### src/fcb_pkg.sv
package fcb_pkg;

  // Output count and serial framing
  localparam int NUM_OUT = 6;
  localparam logic [7:0] ADDR_WRITE = 8'hd2;
  localparam logic [3:0] BITS_PER_BYTE = 4'h8;
  localparam logic [3:0] BYTE_IDX_ADDR = 4'h0;
  localparam logic [3:0] BYTE_IDX_GATE0 = 4'h3;
  localparam logic [3:0] BYTE_IDX_GATE2 = 4'h5;
  localparam logic [3:0] BYTE_IDX_LAST = 4'h9;
  localparam int NUM_GATE_BYTES = 3;

  // Gate byte reset values: live bits set, reserved bits clear
  localparam logic [7:0] GATE0_RST = 8'h85;
  localparam logic [7:0] GATE1_RST = 8'h48;
  localparam logic [7:0] GATE2_RST = 8'h80;

  // Bit positions of each output's gate
  localparam int POS_OUT0 = 0;
  localparam int POS_OUT1 = 2;
  localparam int POS_OUT2 = 7;
  localparam int POS_OUT3 = 7;
  localparam int POS_OUT4 = 3;
  localparam int POS_OUT5 = 6;

  // Reset levels of the pin synchronisers
  localparam logic [1:0] BUS_IDLE = 2'h3;
  localparam logic [0:0] REF_IDLE = 1'h0;

  // Serial receiver states, Gray along idle-recv-ack-ignore
  typedef enum logic [1:0] {
    ST_IDLE = 2'h0,
    ST_RECV = 2'h1,
    ST_ACK = 2'h3,
    ST_SKIP = 2'h2
  } fcb_state_t;

endpackage

### src/fcb_fanout_ctrl.sv
`timescale 1ns/10ps
// Notes on behaviour
// - Only address byte 11010010 (write) after start allows settings to change.
// - Second byte is a command byte: acknowledged, value ignored.
// - Third byte is a byte count: acknowledged, value ignored.
// - Ten bytes: address, command, count, data 0..6; only data 0..2 matter.
// - Bits arrive most significant first, bit 7 leading.
// - Sequence bytes four to six hold the three gate bytes.
// - First gate byte: bit 7 output 2, bit 2 output 1, bit 0 output 0.
// - Second gate byte: bit 6 output 5, bit 3 output 4.
// - Third gate byte: bit 7 output 3; other bits unused.
// - After reset all six outputs are enabled.
// - Device acknowledges each accepted byte by pulling data low.
// - Write only; the data line is driven only to acknowledge.
// - Data changing while clock is high marks a start or stop.
// - Start opens a transfer, stop closes it; bytes framed from start.
// - Gate data accepted only after start plus matching address.
// - Each gate bit is stored on the clock fall that ends its bit; outputs take it up in the reference's low phase.
// - A cut-short write leaves unreceived settings unchanged.
// - Stop or repeated start ends the current transfer.
// - Serial lines are only pulled low or released.
// - Enabled outputs follow the reference clock's edges.
module fcb_fanout_ctrl (
  // Clock and reset
  input wire logic CLK,
  input wire logic RESETN,
  // Reference clock to be fanned out
  input wire logic REF_CLK_IN,
  // Serial bus
  input wire logic SERIAL_CLOCK_LINE,
  input wire logic SERIAL_DATA_LINE_I,
  output logic SERIAL_DATA_LINE_O,
  output logic SERIAL_DATA_LINE_OE,
  // Gated copies of the reference
  output logic [fcb_pkg::NUM_OUT-1:0] FANOUT_CLOCK_OUTPUTS
);

  ////////////////////////////////////////////////////////////////////////////
  // Pin synchronisers

  logic scl_s;
  logic scl_p;
  logic sda_s;
  logic sda_p;
  logic ref_s;

  // Bus lines idle high, so reset the stages high to avoid a false start
  fcb_pin_sync #(
    .WIDTH(2),
    .RST_VAL(fcb_pkg::BUS_IDLE)
  ) u_bus_sync (
    .clk(CLK),
    .resetn(RESETN),
    .pin({SERIAL_CLOCK_LINE, SERIAL_DATA_LINE_I}),
    .level({scl_s, sda_s}),
    .level_prev({scl_p, sda_p})
  );

  // Reference input; its previous sample is not needed
  fcb_pin_sync #(
    .WIDTH(1),
    .RST_VAL(fcb_pkg::REF_IDLE)
  ) u_ref_sync (
    .clk(CLK),
    .resetn(RESETN),
    .pin(REF_CLK_IN),
    .level(ref_s),
    .level_prev()
  );

  ////////////////////////////////////////////////////////////////////////////
  // Bus events

  logic scl_rise;
  logic scl_fall;
  logic start_ev;
  logic stop_ev;

  // Data moving under a high clock is framing, never a data bit
  assign scl_rise = scl_s & ~scl_p;
  assign scl_fall = ~scl_s & scl_p;
  assign start_ev = scl_s & scl_p & sda_p & ~sda_s;
  assign stop_ev = scl_s & scl_p & ~sda_p & sda_s;

  ////////////////////////////////////////////////////////////////////////////
  // Byte framing state

  fcb_pkg::fcb_state_t state_r;
  fcb_pkg::fcb_state_t state_nxt;
  logic [3:0] byte_idx_r;
  logic [3:0] byte_idx_nxt;
  logic [3:0] bit_cnt_r;
  logic [3:0] bit_cnt_nxt;
  logic [7:0] shift_r;
  logic [7:0] shift_nxt;
  logic oe_r;
  logic oe_nxt;
  logic byte_done;
  logic addr_ok;
  logic last_byte;

  // A gate byte sits at sequence positions four to six
  function automatic logic is_gate_byte(input logic [3:0] idx);
    is_gate_byte = (idx >= fcb_pkg::BYTE_IDX_GATE0) && (idx <= fcb_pkg::BYTE_IDX_GATE2);
  endfunction

  assign byte_done = scl_fall && (bit_cnt_r == fcb_pkg::BITS_PER_BYTE);
  assign addr_ok = (shift_r == fcb_pkg::ADDR_WRITE);
  assign last_byte = (byte_idx_r == fcb_pkg::BYTE_IDX_LAST);

  // Next state; start and stop override any bit activity
  always_comb begin
    state_nxt = state_r;
    byte_idx_nxt = byte_idx_r;
    bit_cnt_nxt = bit_cnt_r;
    shift_nxt = shift_r;
    oe_nxt = oe_r;
    if (start_ev) begin
      // A repeated start also lands here and restarts the count
      state_nxt = fcb_pkg::ST_RECV;
      byte_idx_nxt = fcb_pkg::BYTE_IDX_ADDR;
      bit_cnt_nxt = 4'h0;
      oe_nxt = 1'b0;
    end else if (stop_ev) begin
      state_nxt = fcb_pkg::ST_IDLE;
      oe_nxt = 1'b0;
    end else begin
      case (state_r)
        fcb_pkg::ST_RECV: begin
          if (scl_rise && (bit_cnt_r < fcb_pkg::BITS_PER_BYTE)) begin
            shift_nxt = {shift_r[6:0], sda_s};
            bit_cnt_nxt = bit_cnt_r + 4'h1;
          end else if (byte_done) begin
            if ((byte_idx_r == fcb_pkg::BYTE_IDX_ADDR) && !addr_ok) begin
              state_nxt = fcb_pkg::ST_SKIP;
            end else begin
              state_nxt = fcb_pkg::ST_ACK;
              oe_nxt = 1'b1;
            end
          end
        end
        fcb_pkg::ST_ACK: begin
          // Hold the low through the ninth clock, release on its fall
          if (scl_fall) begin
            oe_nxt = 1'b0;
            bit_cnt_nxt = 4'h0;
            if (last_byte) begin
              state_nxt = fcb_pkg::ST_SKIP;
            end else begin
              state_nxt = fcb_pkg::ST_RECV;
              byte_idx_nxt = byte_idx_r + 4'h1;
            end
          end
        end
        fcb_pkg::ST_SKIP: begin
          oe_nxt = 1'b0;
        end
        fcb_pkg::ST_IDLE: begin
          oe_nxt = 1'b0;
        end
        default: begin
          state_nxt = fcb_pkg::ST_IDLE;
          oe_nxt = 1'b0;
        end
      endcase
    end
  end

  // Framing registers
  always_ff @(posedge CLK) begin
    if (!RESETN) begin
      state_r <= fcb_pkg::ST_IDLE;
      byte_idx_r <= 4'h0;
      bit_cnt_r <= 4'h0;
      shift_r <= 8'h00;
      oe_r <= 1'b0;
    end else begin
      state_r <= state_nxt;
      byte_idx_r <= byte_idx_nxt;
      bit_cnt_r <= bit_cnt_nxt;
      shift_r <= shift_nxt;
      oe_r <= oe_nxt;
    end
  end

  ////////////////////////////////////////////////////////////////////////////
  // Gate bytes, written bit by bit

  logic [7:0] output_gate_r [fcb_pkg::NUM_GATE_BYTES];
  logic gate_bit_wr;
  logic [2:0] gate_bit_pos;
  logic [1:0] gate_sel;

  // No shadow copy, but a bit lands on the fall that closes it: a rise that
  // turns into a stop or start must not overwrite a live setting
  assign gate_bit_wr = (state_r == fcb_pkg::ST_RECV) && scl_fall && !start_ev
    && !stop_ev && (bit_cnt_r != 4'h0)
    && is_gate_byte(byte_idx_r);
  assign gate_bit_pos = 3'(fcb_pkg::BITS_PER_BYTE - bit_cnt_r);
  assign gate_sel = 2'(byte_idx_r - fcb_pkg::BYTE_IDX_GATE0);

  generate
    for (genvar g = 0; g < fcb_pkg::NUM_GATE_BYTES; g++) begin : g_gate
      localparam logic [7:0] RST_V = (g == 0) ? fcb_pkg::GATE0_RST :
        (g == 1) ? fcb_pkg::GATE1_RST : fcb_pkg::GATE2_RST;
      // Bits not yet sent keep their old value
      always_ff @(posedge CLK) begin
        if (!RESETN) begin
          output_gate_r[g] <= RST_V;
        end else if (gate_bit_wr && (gate_sel == 2'(g))) begin
          output_gate_r[g][gate_bit_pos] <= shift_r[0];
        end
      end
    end
  endgenerate

  ////////////////////////////////////////////////////////////////////////////
  // Output gating

  logic [fcb_pkg::NUM_OUT-1:0] gate_want;
  logic [fcb_pkg::NUM_OUT-1:0] gate_app_r;
  logic [fcb_pkg::NUM_OUT-1:0] fanout_r;

  // Reserved bits are stored but steer nothing
  assign gate_want[0] = output_gate_r[0][fcb_pkg::POS_OUT0];
  assign gate_want[1] = output_gate_r[0][fcb_pkg::POS_OUT1];
  assign gate_want[2] = output_gate_r[0][fcb_pkg::POS_OUT2];
  assign gate_want[3] = output_gate_r[2][fcb_pkg::POS_OUT3];
  assign gate_want[4] = output_gate_r[1][fcb_pkg::POS_OUT4];
  assign gate_want[5] = output_gate_r[1][fcb_pkg::POS_OUT5];

  // Gate moves only in the low phase, so no pulse is ever clipped
  always_ff @(posedge CLK) begin
    if (!RESETN) begin
      gate_app_r <= '1;
    end else if (!ref_s) begin
      gate_app_r <= gate_want;
    end
  end

  // Outputs copy the reference, forced low where gated off
  always_ff @(posedge CLK) begin
    if (!RESETN) begin
      fanout_r <= '0;
    end else begin
      fanout_r <= {fcb_pkg::NUM_OUT{ref_s}} & gate_app_r;
    end
  end

  assign FANOUT_CLOCK_OUTPUTS = fanout_r;
  // Open drain: the data output only ever pulls low
  assign SERIAL_DATA_LINE_O = 1'b0;
  assign SERIAL_DATA_LINE_OE = oe_r;
endmodule

### src/fcb_pin_sync.sv
`timescale 1ns/10ps
module fcb_pin_sync #(
  parameter int WIDTH = 1,
  parameter logic [WIDTH-1:0] RST_VAL = '0
) (
  // Clock and reset
  input wire logic clk,
  input wire logic resetn,
  // Asynchronous pins
  input wire logic [WIDTH-1:0] pin,
  // Synchronised level and its previous sample
  output logic [WIDTH-1:0] level,
  output logic [WIDTH-1:0] level_prev
);

  logic [WIDTH-1:0] meta_r;
  logic [WIDTH-1:0] level_r;
  logic [WIDTH-1:0] prev_r;

  // First stage feeds only the second; edges come from stages two and three
  always_ff @(posedge clk) begin
    if (!resetn) begin
      meta_r <= RST_VAL;
      level_r <= RST_VAL;
      prev_r <= RST_VAL;
    end else begin
      meta_r <= pin;
      level_r <= meta_r;
      prev_r <= level_r;
    end
  end

  assign level = level_r;
  assign level_prev = prev_r;

endmodule

### config.mk
export PLATFORM = sky130hd
export DESIGN_NAME = fcb_fanout_ctrl
export DESIGN_NICKNAME = d
export VERILOG_FILES = /design/src/fcb_pkg.sv /design/src/fcb_fanout_ctrl.sv /design/src/fcb_pin_sync.sv
export SDC_FILE = /design/constraint.sdc
export NUM_CORES = 1
export LEC_CHECK = 0
export BUFFER_PORTS_ARGS = -buffer_cell sky130_fd_sc_hd__buf_2
export CORE_MARGIN = 4
export CORE_UTILIZATION = 35
export CTS_CLUSTER_DIAMETER = 30
export DETAILED_ROUTE_END_ITERATION = 10
export GPL_ROUTABILITY_DRIVEN = 0
export PLACE_DENSITY = 0.56
export SLEW_MARGIN = 20
export SYNTH_ARGS = -nofsm -noshare
export SYNTH_HDL_FRONTEND = slang
export SYNTH_SLANG_ARGS = --single-unit
### constraint.sdc
create_clock -name CLK -period 4.7 [get_ports CLK]
set_input_delay 0 -clock CLK [delete_from_list [all_inputs] [get_ports CLK]]
set_output_delay 0 -clock CLK [all_outputs]
set_load 0.05 [all_outputs]
After elaboration in Yosys (flattened, before gate mapping)
Memory sizes are Yosys's and may differ from the RTL's. A register that Yosys moved wholly into a read port is not among the register bits. Index checks and enable logic that the tools add are counted.

Div/mod/pow operators: 0. $add $sub $neg: 4. $mul: 0. Reduce and logical (&&, ||, !) cells: 37. $lt $le $gt $ge: 5. Shift operators: 0. Bitwise logic cells: 40. Equality and inequality tests: 16. Muxes and demuxes: 52.

Operator list (count): $mux W1 (39); $mux W8 (3); $or A1 B1 Y1 (24); $reduce_and A4 Y1 (6); $logic_and A1 B1 Y1 (13); $ne A4 B4 Y1 const B (3); $ne A2 B2 Y1 const B (5); $logic_not A1 Y1 (9); $add A4 B1 Y4 const B (2); $eq A4 B4 Y1 const B (2); $eq A8 B8 Y1 const B (1); $mux W2 (4); $mux W4 (2); $not A1 Y1 (8); $pmux W4 S2 (1); $reduce_bool A4 Y1 (2); $and A1 B1 Y1 (7); $and A6 B6 Y6 (1); $eq A2 B2 Y1 const B (3); $eq A2 B1 Y1 const B (2); $ge A4 B2 Y1 const B (1); $le A4 B3 Y1 const B (1); $logic_not A2 Y1 (2); $logic_not A4 Y1 (1); other kinds (11) (12).

Register bits after elaboration: 33. Word-level logic and storage cells: 167. Memories kept: 1. Input port bits: 5. Memory bits (read-only): 0. Output and inout bits: 8. Latch bits: 0. RAM bits: 24.

Memories: output_gate_r (depth 3, width 8, read ports 3, clocked after memory_dff 3, write ports 3, line fcb_fanout_ctrl.sv:189) `logic [7:0] output_gate_r [fcb_pkg::NUM_GATE_BYTES];`.

Logic depth before layout (Yosys ltp)
Gate-level depths: netlist of the first run.

Depth after elaboration: 13. Mapped depth: 6. Gate-level depth less buffers: 6.

Hierarchy
Synthesis of the first run repeated with hierarchy kept, for this count alone.

Cell total of the unflattened synthesis: 200. Area total of the unflattened synthesis: 1928.1 um^2.

Modules (own cells, without submodules): fcb_fanout_ctrl (seq. area each 800.8 um^2, cells an instance 182, area an instance 1691.6 um^2, times used 1); fcb_pin_sync (u_bus_sync) (seq. area each 120.1 um^2, cells an instance 12, area an instance 157.7 um^2, times used 1); fcb_pin_sync (u_ref_sync) (seq. area each 60.1 um^2, cells an instance 6, area an instance 78.8 um^2, times used 1).

Least setup slack after synthesis of the first run
No wires, ideal clock.

Path type: register -> register. Start: register bit_cnt_r[0]. End: memory output_gate_r[0][0], data pin. Cell stages (with the launch flop): 7. Period minus slack after synthesis: 1.868 ns. Data required time: 4.428 ns. Buffers on the path: 0. Setup time: 0.272 ns. Arrival: 1.596 ns. Path slack: 2.832 ns. Cell sequence: dfxtp_1 > inv_1 > ha_1 > nor3b_1 > a21oi_1 > nand2_1 > or4_1.

RTL lines: start: declaration (line fcb_fanout_ctrl.sv:92) `logic [3:0] bit_cnt_r;`; start signal: assignment (line fcb_fanout_ctrl.sv:180) `bit_cnt_r <= bit_cnt_nxt;`; end: declaration (line fcb_fanout_ctrl.sv:189).

==> results of run 1 <==
==> sequential cells by signal, indices dropped and copies added, names as in the netlist <==
name	cells
bit_cnt_r	4
u_ref_sync.level	1
gate_app_r	6
shift_r	8
u_bus_sync.meta_r	2
byte_idx_r	4
u_bus_sync.level	2
output_gate_r	6
SERIAL_DATA_LINE_OE	1
u_ref_sync.meta_r	1
state_r	2
u_bus_sync.level_prev	2
FANOUT_CLOCK_OUTPUTS	6
==> report_power, final <==
| group | total, uW | switching (uW) | leakage [uW] | internal (uW) |
|---|---|---|---|---|
| sequential | 404 | 5.79 | 0.000378 | 399 |
| clock | 282 | 125 | 0.0000528 | 157 |
| combinational | 30.9 | 18.3 | 0.000413 | 12.6 |
==> final cells by class <==
| cell class | instances | share of cell area |
|---|---|---|
| clock buffers | 6 | 0.03316 |
| well taps | 70 | 0.04002 |
| inverters | 5 | 0.008576 |
| multi-input cells | 142 | 0.4248 |
| clock inverters | 2 | 0.01544 |
| flip-flops and latches | 45 | 0.4391 |
| repair buffers | 14 | 0.03888 |
==> layer usage <==
metal,vias to the layer above,wire (um),GRT usage
li1,719,-,-
met1,620,1731,0.1547
met2,17,1622,0.1899
met3,5,119,0.03240
met4,0,31,0.04575
met5,-,0,0
==> worst reg2reg max path, delay by kind of cell, from the launching register on <==
family	cells	cell delay, ps
and+or+nand+nor	3	710
DFF	1	450
adders and majority gates	1	280
AOI/OAI and AO/OA	1	200
buffers and inverters	1	150
==> per-stage QoR <==
stage          cell area (sq um)  power, uW    util  hold slack, ps
2_1_floorplan               1957      436.6       -           101.5
3_3_place_gp                2052      442.2  0.3894           184.9
3_5_place_dp                2052      442.9  0.3894           187.7
4_1_cts                     2188      728.5  0.4152           147.4
5_1_grt                     2188      750.7  0.4152           179.8
6_report                    2188      717.6  0.4152           162.5
==> cells in the final DEF, fill, tap and decap left out, types with 2 or more instances in the layout <==
cell type and count:
o211ai_1 2, a21oi_1 7, xnor2_1 5, and2_1 3, nand2_1 21, and3b_1 2, and3_1 6, or3_1 2
mux2i_1 8, buf_2 11, nand2b_1 6, nor3_1 2, clkbuf_8 5, or2_2 4, dfxtp_1 39, inv_1 5
xor2_1 3, nand3_1 16, nand4b_1 3, a21boi_0 8, nor2_1 9, o21ai_0 8, o21a_1 2, ha_1 6
edfxtp_1 6, dlygate4sd3_1 3, nor2b_1 3
==> cell families after synthesis <==
family | synth area share
AND/OR/NAND/NOR | 0.2507
other | 0.001916
XOR/XNOR | 0.03581
flip-flops | 0.4910
AO/OA/AOI/OAI | 0.1074
adder cells (fa/ha/maj) | 0.03836
multiplexers | 0.04092
buffers and inverters | 0.03389
==> path summary, 6_finish.rpt <==
check,from,to,slack [ps],depth (start not counted)
worst max-delay path,bit_cnt_r[0],output_gate_r[1][6],2670,6
worst min-delay path,RESETN,gate_app_r[4],160,2
worst max register to register,bit_cnt_r[0],output_gate_r[1][6],2670,6
worst min register to register,u_bus_sync.meta_r[1],u_bus_sync.level[1],410,1
==> repair_timing <==
| item | CTS | global route |
|---|---|---|
| setup buffers | 0 | 0 |
| endpoints found under the hold margin | 3 | 0 |
| hold buffers | 3 | 0 |
==> impl_metrics.json, run 1 <==
{
  "outcome": "finished, final reports clean",
  "yosysWarningCount": 0,
  "boundaryPins": 13,
  "grt_pass1_wl_um": 6210,
  "multi_input_area_sq_um": 929.6,
  "synth_top_cell_by_area": "dfxtp_1",
  "maxCapViolations": 0,
  "rsz0062_at_grt": "false",
  "clkLatencyLatePin_ps": 290,
  "min_period_ps": 2031,
  "grt_overflow": 0,
  "ys_ff_latch": 45,
  "numPortBuffers": 11,
  "skew_ps": 7.251,
  "grt_pass1_vias": 1321,
  "wirelength_um": 3504,
  "drt-wirelength-per-cell_um": 12.34,
  "htreeDepth": 2,
  "areaGrowthSynthToFinish_pct": 11.83,
  "drive_above_1_share": 0.1168,
  "firstDrtPassIters": 4,
  "worst_slew_pin_slew_ps": 601.9,
  "dp_slack_ps": 2688,
  "num_vias": 1361,
  "finalSetupViolations": 0,
  "seq_area_sq_um": 960.9,
  "avgSynthCellArea_sq_um": 9.736,
  "setup_ws_ps": 2669,
  "netlist_area_sq_um": 1957,
  "report.final.slew_viol_count": 0,
  "timing.setup.tns_ps": 0,
  "ant_nets": 0,
  "path_class": "flop to flop",
  "final_nets": 224,
  "antenna_found_initial": 0,
  "crit_family": "simple AND/OR/NAND/NOR gates",
  "ir_drop_v": 0.0001777,
  "yosysSeqAreaShare": 0.4910,
  "cp-end-kind": "flop",
  "clk_path_buf_depth": 2,
  "crit_arrival_ps": 2070,
  "cts_tree": "yes",
  "die_area_sq_um": 6852,
  "via_per_inst": 4.792,
  "max_slew_margin": 0.5988,
  "place_hpwl_um": 2379,
  "hold_class": "primary input to flop",
  "synth_edf_count": 6,
  "async_flop_share": 0,
  "clock-sinks": 45,
  "nFillCells": 553,
  "start_util": 0.3713,
  "critPathLaunchType": "flop",
  "antenna_cells": 0,
  "leakage_uw": 0.0008445,
  "ctsResizeCount": 0,
  "grt_util_all_layers": 0.1196,
  "path_clk_slew_ps": 80,
  "cp_max_fo": 10,
  "critPathSlowestCell": "dfxtp_1",
  "die_height_um": 82.78,
  "yosysMostFrequentCell": "dfxtp_1",
  "worstPathCellList": "inv_1, ha_1, nor3b_1, a21oi_1, nand3_2, or3_1",
  "timing.final.crit_share": 0.4321,
  "fmax_mhz": 492.3,
  "syn_inst": 201,
  "hold_viol": 0,
  "rows": 26,
  "root_buffer": "clkbuf_8",
  "yosys_most_used_dff": "dfxtp_1",
  "final-instance-count-excl-fill": 284,
  "syn-num-nets": 212,
  "grt_max_degree": 39,
  "required_ps": 4740,
  "synthDistinctLibCells": 45,
  "numCtsBuffers": 5,
  "die_w_um": 82.78,
  "synth_common_cells": "dfxtp_1, nand2_1, nand3_1, nor2_1",
  "core_sq_um": 5270,
  "max_stage_delay_ps": 450,
  "p_per_area_nw_per_um2": 327.9,
  "drc_errors": 0,
  "synth_top_area_frac": 0.3990,
  "dp.cells": 273,
  "drt_iter0_drc": 105,
  "yosys-top-cells-area": "dfxtp_1, edfxtp_1, mux2i_1",
  "crit_buf_inv": 1
}
Note: power is estimated with default switching activity, not from simulation.
==> run 2: changes to the inputs <==
--- a/config.mk
+++ b/config.mk
@@ -11,7 +11,7 @@
 export CTS_CLUSTER_DIAMETER = 30
 export DETAILED_ROUTE_END_ITERATION = 10
 export GPL_ROUTABILITY_DRIVEN = 0
-export PLACE_DENSITY = 0.56
+export PLACE_DENSITY = 0.58
 export SLEW_MARGIN = 20
 export SYNTH_ARGS = -nofsm -noshare
 export SYNTH_HDL_FRONTEND = slang
==> constraint.sdc (replaced) <==
create_clock -name CLK -period 1.8 [get_ports CLK]
set_input_delay 0 -clock CLK [delete_from_list [all_inputs] [get_ports CLK]]
set_output_delay 0 -clock CLK [all_outputs]
set_load 0.05 [all_outputs]
==> impl_metrics.json, run 2 (synthesized netlist as in run 1, its figures left out) <==
{
  "clock-sinks": 45,
  "rows": 26,
  "grt_util_all_layers": 0.1210,
  "numCtsBuffers": 5,
  "grt_pass1_vias": 1430,
  "critPathSlowestCell": "or4_1",
  "r2r-end": "output_gate_r[0][0]",
  "leakage_uw": 0.0008996,
  "cts_tree": "yes",
  "hold_viol": 0,
  "finalSetupViolations": 0,
  "skew_ps": 5.421,
  "firstDrtPassIters": 4,
  "drive_above_1_share": 0.1850,
  "path_class": "flop to flop",
  "maxCapViolations": 0,
  "final-instance-count-excl-fill": 297,
  "dp_slack_ps": 7.888,
  "fmax_mhz": 577.5,
  "wirelength_um": 3514,
  "required_ps": 1840,
  "clk_path_buf_depth": 2,
  "hold_class": "primary input to flop",
  "antenna_cells": 0,
  "root_buffer": "clkbuf_8",
  "largest_reg_flops": 8,
  "hold_depth": 3,
  "ir_drop_v": 0.0005710,
  "drt_iter0_drc": 33,
  "dp.cells": 285,
  "place_hpwl_um": 2464,
  "final_cell_mix": "dfxtp_1, nand2_1, nand3_1, buf_4, buf_2",
  "crit_arrival_ps": 1770,
  "outcome": "finished, final reports clean",
  "crit_family": "simple AND/OR/NAND/NOR gates",
  "htreeDepth": 2,
  "top_register": "shift_r",
  "ant_nets": 0,
  "clkLatencyLatePin_ps": 300,
  "via_per_inst": 4.771,
  "areaGrowthSynthToFinish_pct": 16.88,
  "fin_util": 0.4340,
  "hold_path_end": "gate_app_r[1]",
  "grt_overflow": 0,
  "die_w_um": 82.78,
  "die_height_um": 82.78,
  "min_period_ps": 1732,
  "setup_ws_ps": 68.44,
  "die_area_sq_um": 6852,
  "cp-end-kind": "flop",
  "numPortBuffers": 11,
  "report.final.slew_viol_count": 0,
  "num_vias": 1417,
  "max_stage_delay_ps": 460,
  "nFillCells": 547,
  "antenna_found_initial": 0,
  "final_common_cell": "dfxtp_1",
  "drc_errors": 0,
  "cp_max_fo": 4,
  "path_clk_slew_ps": 80,
  "critPathLaunchType": "flop",
  "p_per_area_nw_per_um2": 761.5,
  "worstPathCellList": "inv_1, ha_4, nor3b_1, a21oi_2, nand2_1, or4_1",
  "drt-wirelength-per-cell_um": 11.83,
  "boundaryPins": 13,
  "timing.final.crit_share": 0.9620,
  "grt_pass1_wl_um": 6258,
  "grt_max_degree": 38,
  "reg2reg_from": "bit_cnt_r[1]",
  "core_sq_um": 5270,
  "final_nets": 237,
  "start_util": 0.3713,
  "r2r_slack_ps": 70,
  "min_from": "RESETN",
  "crit_buf_inv": 1,
  "r2r_cells": 6
}
==> run 2: changes by cell type in the layout (fill, tap and decap cells not counted), sizes merged <==
cell    change
buf        +13
bufinv      -1
clkbuf      +1
==> run 2: where the power goes <==
part	leakage, uW	internal (uW)	switching (uW)	total (uW)
combinational	0.000478	37.0	50.8	87.8
sequential	0.000379	1040	11.7	1050
clock	0.0000422	273	329	601
==> run 2: worst max-delay path by stage <==
stage	startpoint	endpoint	depth (start not counted)
final	bit_cnt_r[1]	output_gate_r[0][0]	6
after global placement	bit_cnt_r[1]	output_gate_r[0][0]	6
after CTS	bit_cnt_r[1]	output_gate_r[0][0]	6
after detailed placement	bit_cnt_r[1]	output_gate_r[0][0]	6
after floorplan	bit_cnt_r[0]	output_gate_r[0][0]	6
after global routing	bit_cnt_r[1]	output_gate_r[0][0]	6
==> run 2: stage by stage <==
step / area (sq um) / total power, uW / hold WS (ps) / TNS [ps]
6_report: 2287 / 1742 / 155.1 / 0
5_1_grt: 2287 / 1828 / 174.4 / -1.381
4_1_cts: 2257 / 1770 / 147.0 / 0
3_5_place_dp: 2146 / 1161 / 185.6 / 0
3_3_place_gp: 2146 / 1159 / 186.9 / 0
2_1_floorplan: 1961 / 1140 / 101.5 / 0
==> run 2: layout make-up <==
cell class              count  area [sq um]  area share
clock buffers               7         76.32     0.03337
clock inverters             1         5.005    0.002188
inverters                   5         18.77    0.008206
multi-input cells         142         953.4      0.4168
flip-flops and latches     45         963.4      0.4212
well taps                  70         87.58     0.03829
repair buffers             27         182.7     0.07987
==> run 2: routing by layer <==
layer / track usage / routed length [um] / share of wire
met5: 0 / 0 / 0
met4: 0.05229 / 42 / 0.012
met3: 0.04536 / 205 / 0.058
met2: 0.2003 / 1597 / 0.45
met1: 0.1392 / 1669 / 0.47
==> run 2: repair_timing <==
| item | CTS | global route |
|---|---|---|
| endpoints found under the hold margin | 3 | 0 |
| gates resized for setup | 0 | 4 |
| hold buffers | 3 | 0 |
| endpoints found under the setup margin | 0 | 10 |
| buffers inserted | 0 | 1 |
==> run 2: tightest hold or removal path, cell delays in order <==
cell	delay, ps
buf_2	100
buf_4	220
nand2_1	80
==> run 3: changes to the inputs <==
--- a/config.mk
+++ b/config.mk
@@ -12,6 +12,7 @@
 export DETAILED_ROUTE_END_ITERATION = 10
 export GPL_ROUTABILITY_DRIVEN = 0
 export PLACE_DENSITY = 0.58
+export SETUP_SLACK_MARGIN = 0.5
 export SLEW_MARGIN = 20
 export SYNTH_ARGS = -nofsm -noshare
 export SYNTH_HDL_FRONTEND = slang
==> impl_metrics.json, run 3 (synthesized netlist as in run 1, its figures left out) <==
{
  "crit_arrival_ps": 1700,
  "hold_viol": 0,
  "grt_pass1_wl_um": 6499,
  "final_cell_mix": "dfxtp_1, nand2_1, buf_4, nand3_1, buf_2",
  "clkLatencyLatePin_ps": 300,
  "met1_usage": 0.1531,
  "root_buffer": "clkbuf_8",
  "final-instance-count-excl-fill": 303,
  "combPwrFrac": 0.052,
  "antenna_cells": 0,
  "die_w_um": 82.78,
  "drc_errors": 0,
  "power_uw": 1752,
  "switching_share": 0.2336,
  "antenna_found_initial": 0,
  "max_slew_margin": 0.6748,
  "p_per_area_nw_per_um2": 705.1,
  "min_period_ps": 1653,
  "timing.final.crit_share": 0.9181,
  "finalSetupViolations": 0,
  "core_sq_um": 5270,
  "hold_class": "primary input to flop",
  "ir_drop_v": 0.0004509,
  "drive_above_1_share": 0.3391,
  "clk_path_buf_depth": 2,
  "path_class": "flop to flop",
  "required_ps": 1850,
  "ant_nets": 0,
  "rsz0062_at_grt": "true",
  "grt_util_all_layers": 0.1259,
  "cp_max_fo": 4,
  "path_clk_slew_ps": 90,
  "grt_overflow": 0,
  "rows": 26,
  "fin_util": 0.4715,
  "max_stage_delay_ps": 460,
  "boundaryPins": 13,
  "final_common_cell": "dfxtp_1",
  "largest_reg_flops": 8,
  "top_register": "shift_r",
  "areaGrowthSynthToFinish_pct": 26.98,
  "drt-wirelength-per-cell_um": 12.33,
  "top_usage_layer": "met2",
  "p_sw_uw": 409.2,
  "numCtsBuffers": 5,
  "cp-end-kind": "flop",
  "worst_slew_pin_slew_ps": 481.1,
  "start_util": 0.3713,
  "timing.setup.tns_ps": 0,
  "die_area_sq_um": 6852,
  "drt_iter0_drc": 66,
  "reg2reg_from": "bit_cnt_r[0]",
  "numPortBuffers": 11,
  "wirelength_um": 3736,
  "dp.cells": 281,
  "r2r-end": "output_gate_r[0][0]",
  "grt_util_met3": 0.03240,
  "die_height_um": 82.78,
  "report.final.slew_viol_count": 0,
  "clock-sinks": 45,
  "maxCapViolations": 0,
  "worstPathCellList": "inv_4, ha_4, nor3b_4, a21oi_2, nand2_1, or4_1",
  "final_nets": 243,
  "p_int_uw": 1343,
  "firstDrtPassIters": 4,
  "hold_path_end": "gate_app_r[5]",
  "min_from": "RESETN",
  "grt_pass1_vias": 1428,
  "power_frac_clock": 0.350,
  "r2r_slack_ps": 150,
  "critPathSlowestCell": "or4_1",
  "outcome": "finished, final reports clean",
  "grt_max_degree": 38,
  "htreeDepth": 2,
  "via_per_inst": 4.855,
  "r2r_cells": 6,
  "leakage_uw": 0.0009644,
  "pwr-share-seq": 0.598,
  "num_vias": 1471,
  "place_hpwl_um": 2344,
  "fmax_mhz": 605.1,
  "skew_ps": 7.288,
  "cts_tree": "yes",
  "critPathLaunchType": "flop",
  "hold_depth": 3,
  "gr-usage-met2": 0.1987,
  "whs_ps": 179.7
}
## run 3: power groups by stage
stage | sequential [uW] | combinational, uW | clock, uW
6_report | 1050 | 90.4 | 614
5_1_grt | 1050 | 102 | 678
4_1_cts | 1050 | 90.8 | 646
3_5_place_dp | 1080 | 81.8 | 0
3_3_place_gp | 1080 | 81.2 | 0
2_1_floorplan | 1080 | 56.2 | 0
## run 3: stage by stage
stage / setup slack (ps) / area (sq um)
3_3_place_gp: 119.0 / 2151
3_5_place_dp: 90.57 / 2151
2_1_floorplan: 166.1 / 1996
5_1_grt: 69.02 / 2485
6_report: 147.4 / 2485
4_1_cts: 174.5 / 2404
## run 3: timing repair
item	CTS	global route
pin swaps	4	11
endpoints found under the hold margin	3	0
endpoints found under the setup margin	29	30
resized for setup	23	14
hold buffers	3	0
buffers inserted	7	3
cloned	1	0
## run 3: area by class of cell
class	count	area, sq um
flip-flops and latches	45	980.9
well taps	70	87.58
fillers	517	2785
repair buffers	32	227.7
inverters	5	23.77
clock inverters	3	17.52
multi-input cells	143	1079
clock buffers	5	68.82
## run 3: worst max-delay path by stage
| stage | start | endpoint | slack (ps) |
|---|---|---|---|
| floorplan | bit_cnt_r[0] | output_gate_r[0][0] | 170 |
| global placement | bit_cnt_r[0] | output_gate_r[0][0] | 120 |
| detailed placement | bit_cnt_r[0] | output_gate_r[0][0] | 90 |
| CTS | bit_cnt_r[0] | output_gate_r[0][0] | 170 |
| global route | bit_cnt_r[0] | output_gate_r[0][0] | 70 |
| finish | bit_cnt_r[0] | output_gate_r[0][0] | 150 |
## run 3: metal layers
metal	share of wire	routed length, um	vias to the layer above
met5	0	0	-
met4	0.029	108	0
met3	0.036	134	10
met2	0.47	1765	26
met1	0.46	1727	676
li1	-	-	759
## run 3: worst max-delay path, delay by kind of cell, from the launching register on
kind                     cells  cell delay [ps]
flip-flops                   1              370
AO/OA/AOI/OAI                1              130
AND/OR/NAND/NOR              3              700
buffers and inverters        1               40
adder cells (fa/ha/maj)      1              170
